File: config.mk
export PLATFORM = sky130hd
export DESIGN_NAME = pdw_top
export DESIGN_NICKNAME = d
export VERILOG_FILES = /design/src/logic/pdw_pkg.sv /design/src/logic/pdw_dec_if.sv /design/src/logic/pdw_top.sv /design/src/logic/pdw_decode.sv
export VERILOG_INCLUDE_DIRS = /design/src /design/src/logic
export SDC_FILE = /design/constraint.sdc
export NUM_CORES = 1
export LEC_CHECK = 0
export BUFFER_PORTS_ARGS = -buffer_cell sky130_fd_sc_hd__buf_2
export CAP_MARGIN = 20
export CORE_MARGIN = 4
export CORE_UTILIZATION = 58
export CTS_BUF_LIST = sky130_fd_sc_hd__clkbuf_16
export DETAILED_ROUTE_END_ITERATION = 16
export GPL_TIMING_DRIVEN = 1
export PLACE_DENSITY = 0.77
export SYNTH_ARGS = -nofsm -noshare
export SYNTH_HDL_FRONTEND = slang
export SYNTH_SLANG_ARGS = --single-unit
export TNS_END_PERCENT = 20
File: constraint.sdc
create_clock -name ref_clk -period 3.3 [get_ports ref_clk]
set_input_delay 0.165 -clock ref_clk [delete_from_list [all_inputs] [get_ports ref_clk]]
set_output_delay 0.165 -clock ref_clk [all_outputs]
set_load 0.05 [all_outputs]
File: src/logic/pdw_defs.svh
// offsets, field positions, reset values and encodings for the window decoder
`ifndef PDW_DEFS_SVH
`define PDW_DEFS_SVH
`define PDW_OFF_W      20
`define PDW_IDX_W      14
`define PDW_IO_RADDR   4'h0
`define PDW_IO_RDATA   4'h4
`define PDW_IO_MADDR   4'h8
`define PDW_IO_MDATA   4'hC
`define PDW_DIR_BIT    31
`define PDW_MADDR_MSB  17
`define PDW_CORE_BIT   19
`define PDW_PK_TOP_BIT 19
`define PDW_RGN_MSB    18
`define PDW_RGN_LSB    16
`define PDW_BLK_MSB    17
`define PDW_IDX_MSB    15
`define PDW_IDX_LSB    2
`define PDW_ROM_MSB    15
`define PDW_ROM_LSB    14
`define PDW_RGN_PRAM   3'h4
`define PDW_RGN_PROM   3'h5
`define PDW_RST_WORD   32'h0000_0000
`define PDW_BE_FULL    4'hF
`define PDW_RESV_LO    20'h5_4000
`define PDW_RESV_HI    20'h7_FFFC
`endif

File: src/logic/pdw_pkg.sv
// types shared by the window decoder files
`default_nettype none
package pdw_pkg;
   typedef enum logic [2:0] {
      PDW_ST_IDLE = 3'b000,
      PDW_ST_DEC  = 3'b001,
      PDW_ST_MEM  = 3'b010,
      PDW_ST_REG  = 3'b011
   } pdw_state_t;
   typedef enum logic [1:0] {
      PDW_K_DATA = 2'b00,
      PDW_K_PRAM = 2'b01,
      PDW_K_PROM = 2'b10
   } pdw_kind_t;
   typedef enum logic [1:0] {
      PDW_SP_UNP = 2'b00,
      PDW_SP_PK  = 2'b01,
      PDW_SP_IO  = 2'b10
   } pdw_space_t;
endpackage
`default_nettype wire

File: src/logic/pdw_dec_if.sv
// carrier between the sequencer and the address decoder
`timescale 1ns/1ps
`default_nettype none
`include "pdw_defs.svh"
interface pdw_dec_if;
   import pdw_pkg::*;
   logic                    packed_sel;
   logic [`PDW_OFF_W-1:0]   offset;
   logic                    hit;
   logic                    core;
   pdw_kind_t               kind;
   logic [1:0]              blk;
   logic [`PDW_IDX_W-1:0]   index;
   modport requester (output packed_sel, offset, input hit, core, kind, blk, index);
   modport decoder   (input packed_sel, offset, output hit, core, kind, blk, index);
endinterface // pdw_dec_if
`default_nettype wire

File: src/logic/pdw_top.sv
// target-side decoder from the memory and i/o windows onto two dsp cores
//
// What this block does
// - unpacked window: core zero data blocks 0-3 in consecutive 64 KB regions.
// - unpacked: core zero program RAM 64 KB, program ROM 16 KB, then reserved.
// - unpacked: core one data 0-1, gap, program RAM, program ROM, reserved.
// - packed window: core zero data blocks in 32 KB regions, two words per dword.
// - packed: program RAM 32 KB, ROM 8 KB, halves carry bits 23:8.
// - packed: core one from upper half, data, gap, program RAM, ROM, reserved.
// - each next aligned dword addresses the next location or location pair.
// - i/o window reaches control registers and memories through four registers.
// - indirect memory addresses in the lower range decode to core zero.
// - indirect memory addresses in the second range decode to core one.
// - indirect memory transfers are whole words only, 24 or 16 bits.
// - offset 0 holds register address and direction, resets to zero.
// - offset 4 carries register data moved either way, resets to zero.
// - offset 8 holds memory address and direction, resets to zero.
// - offset 12 carries memory data moved either way, resets to zero.
// - unpacked: top lane unused, 24-bit on lanes 2:0, 16-bit on 2:1.
// - packed: one word on lanes 1:0, the next on lanes 3:2.
// - packed access to 24-bit blocks moves bits 23:8, ignores low 8.
`timescale 1ns/1ps
`default_nettype none
`include "pdw_defs.svh"
module pdw_top
   import pdw_pkg::*;
#(
   parameter int IDX_W  = `PDW_IDX_W,
   parameter int REG_AW = 16
)(
   // clock, reset, enable
   input  wire logic                   ref_clk,
   input  wire logic                   nrst,
   input  wire logic                   clk_en,
   // host target request
   input  wire logic                   pci_req,
   input  wire pdw_space_t             pci_space,
   input  wire logic [`PDW_OFF_W-1:0]  pci_offset,
   input  wire logic                   pci_we,
   input  wire logic [3:0]             pci_be,
   input  wire logic [31:0]            pci_wdata,
   // host target answer
   output var  logic                   pci_busy_r,
   output var  logic                   pci_done_r,
   output var  logic [31:0]            pci_rdata_r,
   // dsp memory port
   output var  logic                   mem_req_r,
   output var  logic                   mem_we_r,
   output var  logic                   mem_core_r,
   output var  pdw_kind_t              mem_kind_r,
   output var  logic [1:0]             mem_blk_r,
   output var  logic [IDX_W-1:0]       mem_index_r,
   output var  logic [23:0]            mem_wdata_r,
   output var  logic                   mem_keep_lo_r,
   input  wire logic                   mem_ack,
   input  wire logic [23:0]            mem_rdata,
   // control register port
   output var  logic                   reg_req_r,
   output var  logic                   reg_we_r,
   output var  logic [REG_AW-1:0]      reg_addr_r,
   output var  logic [31:0]            reg_wdata_r,
   input  wire logic                   reg_ack,
   input  wire logic [31:0]            reg_rdata
);
   // ==========================================================
   // parameter checks
   // ==========================================================
   if (IDX_W != `PDW_IDX_W) begin : g_idx_chk
      $error("pdw_top: IDX_W must match the decoder index width");
   end
   if (REG_AW < 1 || REG_AW > `PDW_DIR_BIT) begin : g_raw_chk
      $error("pdw_top: REG_AW must leave the direction bit free");
   end

   // ==========================================================
   // state
   // ==========================================================
   pdw_state_t                state_r, state_nxt;
   logic                      half_r, half_nxt;
   logic                      done_nxt, busy_nxt, mreq_nxt, rreq_nxt;
   logic [31:0]               rdata_nxt;
   pdw_space_t                op_space_r;
   logic [`PDW_OFF_W-1:0]     op_off_r;
   logic                      op_we_r;
   logic [3:0]                op_be_r;
   logic [31:0]               op_wdata_r;
   logic [31:0]               ind_raddr_r, ind_raddr_nxt;
   logic [31:0]               ind_rdat_r, ind_rdat_nxt;
   logic [31:0]               ind_maddr_r, ind_maddr_nxt;
   logic [31:0]               ind_mdat_r, ind_mdat_nxt;

   pdw_dec_if dec ();
   pdw_decode u_dec (.dec(dec));

   // ==========================================================
   // decode and lane steering
   // ==========================================================
   logic [31:0] be_mask;
   for (genvar i = 0; i < 4; i++) begin : g_lane
      assign be_mask[8*i +: 8] = {8{op_be_r[i]}};
   end

   wire        is_io    = (op_space_r == PDW_SP_IO);
   wire        is_pk    = (op_space_r == PDW_SP_PK);
   wire [3:0]  io_off   = op_off_r[3:0];
   wire        io_mdat  = is_io & (io_off == `PDW_IO_MDATA);
   wire        io_rdat  = is_io & (io_off == `PDW_IO_RDATA);
   wire        mdir_wr  = ind_maddr_r[`PDW_DIR_BIT];
   wire        rdir_wr  = ind_raddr_r[`PDW_DIR_BIT];
   wire        be_full  = (op_be_r == `PDW_BE_FULL);
   wire        is_prog  = (dec.kind != PDW_K_DATA);
   // in the mem state an issue is always the second half of a pair
   wire        hsel     = (state_r == PDW_ST_MEM);
   wire [15:0] half_w   = hsel ? op_wdata_r[31:16] : op_wdata_r[15:0];
   wire [15:0] half_rd  = is_prog ? mem_rdata[23:8] : mem_rdata[15:0];
   wire [31:0] merged   = (op_wdata_r & be_mask);

   // indirect memory address is a word address; x4 gives the unpacked offset
   assign dec.packed_sel = is_pk;
   assign dec.offset     = is_io ? {ind_maddr_r[`PDW_MADDR_MSB:0], 2'b00} : op_off_r;

   wire [23:0] wd_io  = is_prog ? op_wdata_r[23:0] : {8'h00, op_wdata_r[15:0]};
   wire [23:0] wd_pk  = is_prog ? {half_w, 8'h00} : {8'h00, half_w};
   wire [23:0] wd_unp = is_prog ? op_wdata_r[23:0] : {8'h00, op_wdata_r[23:8]};
   wire [23:0] wd_mem = is_io ? wd_io : (is_pk ? wd_pk : wd_unp);
   // partial lanes turn a window write into a harmless dummy read
   wire        lanes_ok = is_io | (is_pk ? (hsel ? &op_be_r[3:2] : &op_be_r[1:0])
                                         : (is_prog ? &op_be_r[2:0] : &op_be_r[2:1]));

   wire [31:0] rd_pk  = half_r ? {half_rd, pci_rdata_r[15:0]} : {16'h0000, half_rd};
   wire [31:0] rd_unp = is_prog ? {8'h00, mem_rdata}
                                : {8'h00, mem_rdata[15:0], 8'h00};
   wire [31:0] rd_lane = is_pk ? rd_pk : rd_unp;
   wire [31:0] io_mval = is_prog ? {8'h00, mem_rdata} : {16'h0000, mem_rdata[15:0]};

   wire [31:0] io_rd = (io_off == `PDW_IO_RADDR) ? ind_raddr_r :
                       (io_off == `PDW_IO_RDATA) ? ind_rdat_r  :
                       (io_off == `PDW_IO_MADDR) ? ind_maddr_r :
                       (io_off == `PDW_IO_MDATA) ? ind_mdat_r  : `PDW_RST_WORD;

   // memory transfer: window hit, or data register in matching direction
   wire io_mem_go = io_mdat & dec.hit
                  & (op_we_r ? (be_full & mdir_wr) : ~mdir_wr);
   wire mem_go    = (~is_io & dec.hit) | io_mem_go;
   wire io_reg_go = io_rdat & (op_we_r ? rdir_wr : ~rdir_wr);
   // an unmapped indirect read answers zero, like a reserved window hole
   wire [31:0] dec_val = ~is_io ? `PDW_RST_WORD :
                         (io_mdat & ~op_we_r & ~mdir_wr) ? `PDW_RST_WORD : io_rd;

   // ==========================================================
   // sequencer
   // ==========================================================
   always_comb begin
      state_nxt     = state_r;
      half_nxt      = half_r;
      done_nxt      = 1'b0;
      busy_nxt      = pci_busy_r;
      mreq_nxt      = 1'b0;
      rreq_nxt      = 1'b0;
      rdata_nxt     = pci_rdata_r;
      ind_raddr_nxt = ind_raddr_r;
      ind_rdat_nxt  = ind_rdat_r;
      ind_maddr_nxt = ind_maddr_r;
      ind_mdat_nxt  = ind_mdat_r;
      case (state_r)
         PDW_ST_IDLE: begin
            if (pci_req) begin
               state_nxt = PDW_ST_DEC;
               busy_nxt  = 1'b1;
               rdata_nxt = `PDW_RST_WORD;
            end
         end
         PDW_ST_DEC: begin
            if (is_io & op_we_r) begin
               case (io_off)
                  `PDW_IO_RADDR: ind_raddr_nxt = (ind_raddr_r & ~be_mask) | merged;
                  `PDW_IO_RDATA: ind_rdat_nxt  = (ind_rdat_r & ~be_mask) | merged;
                  `PDW_IO_MADDR: ind_maddr_nxt = (ind_maddr_r & ~be_mask) | merged;
                  `PDW_IO_MDATA: begin
                     if (be_full) begin
                        ind_mdat_nxt = op_wdata_r;
                     end
                  end
                  default: ind_raddr_nxt = ind_raddr_r;
               endcase
            end
            if (mem_go) begin
               state_nxt = PDW_ST_MEM;
               mreq_nxt  = 1'b1;
               half_nxt  = 1'b0;
            end else if (io_reg_go) begin
               state_nxt = PDW_ST_REG;
               rreq_nxt  = 1'b1;
            end else begin
               state_nxt = PDW_ST_IDLE;
               done_nxt  = 1'b1;
               busy_nxt  = 1'b0;
               rdata_nxt = dec_val;
            end
         end
         PDW_ST_MEM: begin
            if (mem_ack) begin
               if (~op_we_r) begin
                  rdata_nxt = is_io ? io_mval : rd_lane;
               end
               if (is_io & ~op_we_r) begin
                  ind_mdat_nxt = io_mval;
               end
               if (is_pk & ~half_r) begin
                  mreq_nxt = 1'b1;
                  half_nxt = 1'b1;
               end else begin
                  state_nxt = PDW_ST_IDLE;
                  done_nxt  = 1'b1;
                  busy_nxt  = 1'b0;
               end
            end
         end
         PDW_ST_REG: begin
            if (reg_ack) begin
               if (~op_we_r) begin
                  ind_rdat_nxt = reg_rdata;
                  rdata_nxt    = reg_rdata;
               end
               state_nxt = PDW_ST_IDLE;
               done_nxt  = 1'b1;
               busy_nxt  = 1'b0;
            end
         end
         default: begin
            state_nxt = PDW_ST_IDLE;
            busy_nxt  = 1'b0;
         end
      endcase
   end

   // ==========================================================
   // registers
   // ==========================================================
   always_ff @(posedge ref_clk or negedge nrst) begin
      if (!nrst) begin
         state_r     <= PDW_ST_IDLE;
         half_r      <= 1'b0;
         pci_busy_r  <= 1'b0;
         pci_done_r  <= 1'b0;
         pci_rdata_r <= `PDW_RST_WORD;
         mem_req_r   <= 1'b0;
         reg_req_r   <= 1'b0;
      end else if (clk_en) begin
         state_r     <= state_nxt;
         half_r      <= half_nxt;
         pci_busy_r  <= busy_nxt;
         pci_done_r  <= done_nxt;
         pci_rdata_r <= rdata_nxt;
         mem_req_r   <= mreq_nxt;
         reg_req_r   <= rreq_nxt;
      end
   end

   always_ff @(posedge ref_clk or negedge nrst) begin
      if (!nrst) begin
         ind_raddr_r <= `PDW_RST_WORD;
         ind_rdat_r  <= `PDW_RST_WORD;
         ind_maddr_r <= `PDW_RST_WORD;
         ind_mdat_r  <= `PDW_RST_WORD;
      end else if (clk_en) begin
         ind_raddr_r <= ind_raddr_nxt;
         ind_rdat_r  <= ind_rdat_nxt;
         ind_maddr_r <= ind_maddr_nxt;
         ind_mdat_r  <= ind_mdat_nxt;
      end
   end

   always_ff @(posedge ref_clk or negedge nrst) begin
      if (!nrst) begin
         op_space_r <= PDW_SP_UNP;
         op_off_r   <= '0;
         op_we_r    <= 1'b0;
         op_be_r    <= 4'h0;
         op_wdata_r <= `PDW_RST_WORD;
      end else if (clk_en && state_r == PDW_ST_IDLE && pci_req) begin
         op_space_r <= pci_space;
         op_off_r   <= pci_offset;
         op_we_r    <= pci_we;
         op_be_r    <= pci_be;
         op_wdata_r <= pci_wdata;
      end
   end

   always_ff @(posedge ref_clk or negedge nrst) begin
      if (!nrst) begin
         mem_we_r      <= 1'b0;
         mem_core_r    <= 1'b0;
         mem_kind_r    <= PDW_K_DATA;
         mem_blk_r     <= 2'b00;
         mem_index_r   <= '0;
         mem_wdata_r   <= 24'h00_0000;
         mem_keep_lo_r <= 1'b0;
      end else if (clk_en && mreq_nxt) begin
         mem_we_r      <= op_we_r & lanes_ok;
         mem_core_r    <= dec.core;
         mem_kind_r    <= dec.kind;
         mem_blk_r     <= dec.blk;
         mem_index_r   <= {dec.index[IDX_W-1:1], dec.index[0] | hsel};
         mem_wdata_r   <= wd_mem;
         mem_keep_lo_r <= is_pk & is_prog;
      end
   end

   always_ff @(posedge ref_clk or negedge nrst) begin
      if (!nrst) begin
         reg_we_r    <= 1'b0;
         reg_addr_r  <= '0;
         reg_wdata_r <= `PDW_RST_WORD;
      end else if (clk_en && rreq_nxt) begin
         reg_we_r    <= op_we_r;
         reg_addr_r  <= ind_raddr_r[REG_AW-1:0];
         reg_wdata_r <= (ind_rdat_r & ~be_mask) | merged;
      end
   end
endmodule // pdw_top
`default_nettype wire

File: src/logic/pdw_decode.sv
// combinational decode of a window offset into core, block and word index
`timescale 1ns/1ps
`default_nettype none
`include "pdw_defs.svh"
module pdw_decode
   import pdw_pkg::*;
(
   // decode request and result
   pdw_dec_if.decoder dec
);
   // ==========================================================
   // normalise packed offsets onto the unpacked layout
   // ==========================================================
   // a packed region is half the size of its unpacked twin, so one
   // left shift lines both windows up and one decoder serves both
   logic [`PDW_OFF_W-1:0] norm;
   logic [2:0]            rgn;
   logic                  core_w;
   logic                  is_data;
   logic                  is_pram;
   logic                  is_prom;
   logic                  pk_over;

   assign norm    = dec.packed_sel ? {dec.offset[`PDW_OFF_W-2:0], 1'b0} : dec.offset;
   assign pk_over = dec.packed_sel & dec.offset[`PDW_PK_TOP_BIT];
   assign rgn     = norm[`PDW_RGN_MSB:`PDW_RGN_LSB];
   assign core_w  = norm[`PDW_CORE_BIT];
   // core zero owns four data blocks, core one two; the rest is a gap
   assign is_data = core_w ? (rgn[2:1] == 2'b00) : (rgn[2] == 1'b0);
   assign is_pram = (rgn == `PDW_RGN_PRAM);
   assign is_prom = (rgn == `PDW_RGN_PROM)
                  & (norm[`PDW_ROM_MSB:`PDW_ROM_LSB] == 2'b00);

   // ==========================================================
   // results
   // ==========================================================
   assign dec.hit   = ~pk_over & (is_data | is_pram | is_prom);
   assign dec.core  = core_w;
   assign dec.kind  = is_data ? PDW_K_DATA : (is_pram ? PDW_K_PRAM : PDW_K_PROM);
   assign dec.blk   = norm[`PDW_BLK_MSB:`PDW_RGN_LSB];
   assign dec.index = norm[`PDW_IDX_MSB:`PDW_IDX_LSB];
endmodule // pdw_decode
`default_nettype wire

==> flow_summary.toml <==
[timing]
setup_ws_ps = 234.8
final_hold_viol_count = 0
setup-tns-final_ps = 0
final-setup-viol-count = 0
worstMarginPinSlew_ps = 822.6
relSlewSlack_pct = 45.16
final_min_period_over_clock_period_pct = 92.89
finalClockSkew_ps = 12.96
period_minus_slack_ps = 3065
max_freq_mhz = 326.2
report.final.slew_viol_count = 0
unrepaired_setup_endpoints_after_global_routing = "false"

[worst_setup_path]
critPathKind = "reg2reg"
critical_path.n_buffers_inverters = 1
critPathCaptureType = "flop"
worst_ep_arrival_time_ps = 3460
worst_path_most_repeated_cell = "sky130_fd_sc_hd__mux2i_1"
cpLargestDelayFamily = "compound AO/OA/AOI/OAI gates"
worst-endpoint-required_ps = 3700
setup.worst_path.start_class = "flop"
critPathMaxFanout = 16
crit_chain = "buf_4 > mux2i_1 > mux2i_1 > or2_2 > o311a_1 > o21ai_2 > a2111oi_0 > a211o_1"
regToRegSetupSlack_ps = 230
timing.critical_path.slowest_cell_delay_ps = 660
critical-path-slowest-cell = "sky130_fd_sc_hd__dfrtp_1"

[cells_and_area]
layout.nets = 1935
layout.cells.non_filler = 2213
area_growth_syn_to_layout_pct = 23.53
post_route_cells_drive_above_1_share_pct = 30.11
fill_cells = 1932
postLayoutCellArea_sq_mm = 0.02007

[grt]
antenna_found_initial = 4
wire_length_of_the_first_global_routing_pass_um = 87950
first_global_vias = 14380
largest_net_degree_at_the_start_of_global_routing = 90
groute.usage.overall_pct = 37.32
grt.overflow.total = 0

[clock_tree]
cts_made_buffers = 36
cts.htree.levels = 2
cts.repair_timing.setup_buffer_count = 0
cts.reportedPaths.clkPinSlew_ps = 60
clock-sinks = 320
cts-root-to-sink-buffers = 3
insertion_delay_ps = 520
cts_tree = "done"
clock-root-buffer = "sky130_fd_sc_hd__clkbuf_16"

[drt]
routed_wirelength_um = 58250
routedWlPerCell_um = 26.32
first_iteration_detailed_routing_drc_count = 2058
drc_viols = 0
number_of_optimization_iterations_in_the_first_detailed_route_pass = 7
postRouteAntennaNets = 0
dr_total_vias = 14270
vias_per_cell = 6.449

[floorplanning]
floorplan.die.height_um = 175.4
die-area_sq_mm = 0.03076
placementRows = 61
fp.dieW_um = 175.4
core_region_area_sq_mm = 0.02771
io_pins = 251
initial_core_util_pct = 58.65

[placement]
port_buffers = 250
placement.cell_area_sq_mm = 0.01803
preCtsSetupSlack_ps = 160.3
placed_cells = 2059
place_hpwl_um = 40870
globalplace.congestion = 0.9838

[yosys]
yosysUniqueCellTypes = 73
mappedNetlistArea_sq_mm = 0.01625
proportion_of_register_bits_with_asynchronous_set_or_reset_after_synthesis_pct = 100.0
synth_cells = 1490
yosysSeqAreaShare_pct = 49.28
yosysTopAreaCell = "sky130_fd_sc_hd__dfrtp_1"
top_reg_cell_synth = "sky130_fd_sc_hd__dfrtp_1"
postSynthRegisterBits = 320
syn-mean-instance-area_sq_um = 10.90
yosys_warnings = 0
synth_top_area_share_pct = 49.28
ys_top_cells_by_count = "sky130_fd_sc_hd__dfrtp_1 (320), sky130_fd_sc_hd__mux2_2 (150), sky130_fd_sc_hd__o21ai_0 (131)"
mapped_nets = 1615
edff_count_synth = 0
post-synth-top-count-cell = "sky130_fd_sc_hd__dfrtp_1"
synth.top_cells.by_area = "sky130_fd_sc_hd__dfrtp_1 (49%), sky130_fd_sc_hd__mux2_2 (10%), sky130_fd_sc_hd__mux2i_1 (5.4%), sky130_fd_sc_hd__o21ai_0 (4.0%), sky130_fd_sc_hd__nand2_1 (2.7%)"

[run]
drv.max_cap_violation_count = 0

[power_and_ir_drop]
p_seq_share_pct = 30.4
power-per-cell-area_mw_per_mm2 = 1135
power.combinational.fraction_pct = 52.5
power.clock.fraction_pct = 17.2
p_switching_uw = 11120
switching_share_of_total_power_pct = 48.83
internal_power_uw = 11660
ir_drop_v = 0.0008316
cellLeakagePower_uw = 0.009469
totalPowerFinal_uw = 22780

[min_path]
min-delay-path-class = "in2reg"

[run_status]
status = "complete, no violations"
-- cell families (layout without fill, tap and decap cells) --
group / Yosys count / count (layout) / share of synthesized area, %
buffers and inverters: 141 / 484 / 3.858
other: 0 / 2 / 0
AOI/OAI and AO/OA: 454 / 454 / 18.33
xor gates and xnor gates: 2 / 2 / 0.1078
muxes: 283 / 283 / 19.80
and+or+nand+nor: 285 / 285 / 8.255
adders and majority gates: 5 / 5 / 0.3696
DFF: 320 / 320 / 49.28
-- placed cells by master (no fill, tap or decap), types with 5 or more instances in the layout --
cell and n:
sky130_fd_sc_hd__buf_12 7, sky130_fd_sc_hd__o22ai_1 24, sky130_fd_sc_hd__mux2_1 31, sky130_fd_sc_hd__o211ai_1 7, sky130_fd_sc_hd__a222oi_1 6, sky130_fd_sc_hd__clkinv_1 8, sky130_fd_sc_hd__a221oi_1 12, sky130_fd_sc_hd__o221ai_1 19
sky130_fd_sc_hd__nor2b_1 40, sky130_fd_sc_hd__a22oi_1 39, sky130_fd_sc_hd__buf_4 57, sky130_fd_sc_hd__nand2_1 116, sky130_fd_sc_hd__o21ai_0 131, sky130_fd_sc_hd__nor3_1 8, sky130_fd_sc_hd__a31oi_1 35, sky130_fd_sc_hd__and2_1 9
sky130_fd_sc_hd__mux2_2 150, sky130_fd_sc_hd__and3_1 12, sky130_fd_sc_hd__inv_1 23, sky130_fd_sc_hd__o31ai_1 7, sky130_fd_sc_hd__o221a_2 7, sky130_fd_sc_hd__a21oi_1 86, sky130_fd_sc_hd__a22o_1 41, sky130_fd_sc_hd__a211oi_1 8
sky130_fd_sc_hd__clkbuf_16 36, sky130_fd_sc_hd__dfrtp_1 319, sky130_fd_sc_hd__nor2_1 61, sky130_fd_sc_hd__nand3_1 11, sky130_fd_sc_hd__buf_2 249, sky130_fd_sc_hd__mux2i_1 88, sky130_fd_sc_hd__dlygate4sd3_1 91, sky130_fd_sc_hd__clkinv_2 5
sky130_fd_sc_hd__mux4_2 12
-- final timing paths --
path / cells past startpoint / from / end
max: 8 / op_space_r[0] / pci_rdata_r[9]
min: 3 / reg_rdata[8] / ind_rdat_r[8]
max reg2reg: 8 / op_space_r[0] / pci_rdata_r[9]
min reg2reg: 2 / reg_wdata_r[3] / reg_wdata_r[3]
max in group asynchronous: 3 / nrst / op_off_r[8]
min in group asynchronous: 2 / nrst / reg_wdata_r[9]
-- through the flow --
stage                     hold WS (ps)  utilization [%]
after floorplan                 -130.6                -
after global placement           227.2            65.06
after detailed placement         229.5            65.06
after CTS                        11.96            72.42
after global routing             46.82            72.45
final                            35.92            72.45
-- worst register-to-register path, cell delays in order, from the launching register on --
cell,delay [ps]
sky130_fd_sc_hd__dfrtp_1,660
sky130_fd_sc_hd__buf_4,260
sky130_fd_sc_hd__mux2i_1,260
sky130_fd_sc_hd__mux2i_1,140
sky130_fd_sc_hd__or2_2,330
sky130_fd_sc_hd__o311a_1,210
sky130_fd_sc_hd__o21ai_2,580
sky130_fd_sc_hd__a2111oi_0,210
sky130_fd_sc_hd__a211o_1,310
-- power by group through the flow --
stage	Sequential, uW	Clock (uW)	Combinational (uW)
2_1_floorplan	8170	0	6470
3_3_place_gp	6810	0	11400
3_5_place_dp	6860	0	11600
4_1_cts	6810	3940	11700
5_1_grt	7010	4110	12600
6_report	6920	3910	12000
-- final cells by class --
class	count	area (sq um)	area share [%]
clock buffers	36	900.9	4.488
inverters	18	67.56	0.3366
well taps	378	473.0	2.356
diodes	2	5.005	0.02493
clock inverters	25	227.7	1.135
flip-flops and latches	320	8009	39.90
multi-input cells	1029	7649	38.11
repair buffers	405	2740	13.65
-- routing by layer --
| layer | track usage [%] | wire (um) |
|---|---|---|
| met5 | 0 | 0 |
| met4 | 15.35 | 2769 |
| met3 | 8.007 | 6380 |
| met2 | 57.86 | 26230 |
| met1 | 51.71 | 22880 |
-- what timing repair did --
item                       4_1_cts  5_1_grt
setup endpoints to repair        0        1
hold buffers                    91        0
hold endpoints to repair       172        0
gates resized for setup          0        1
No activity file was read; power rests on OpenSTA's default activity.
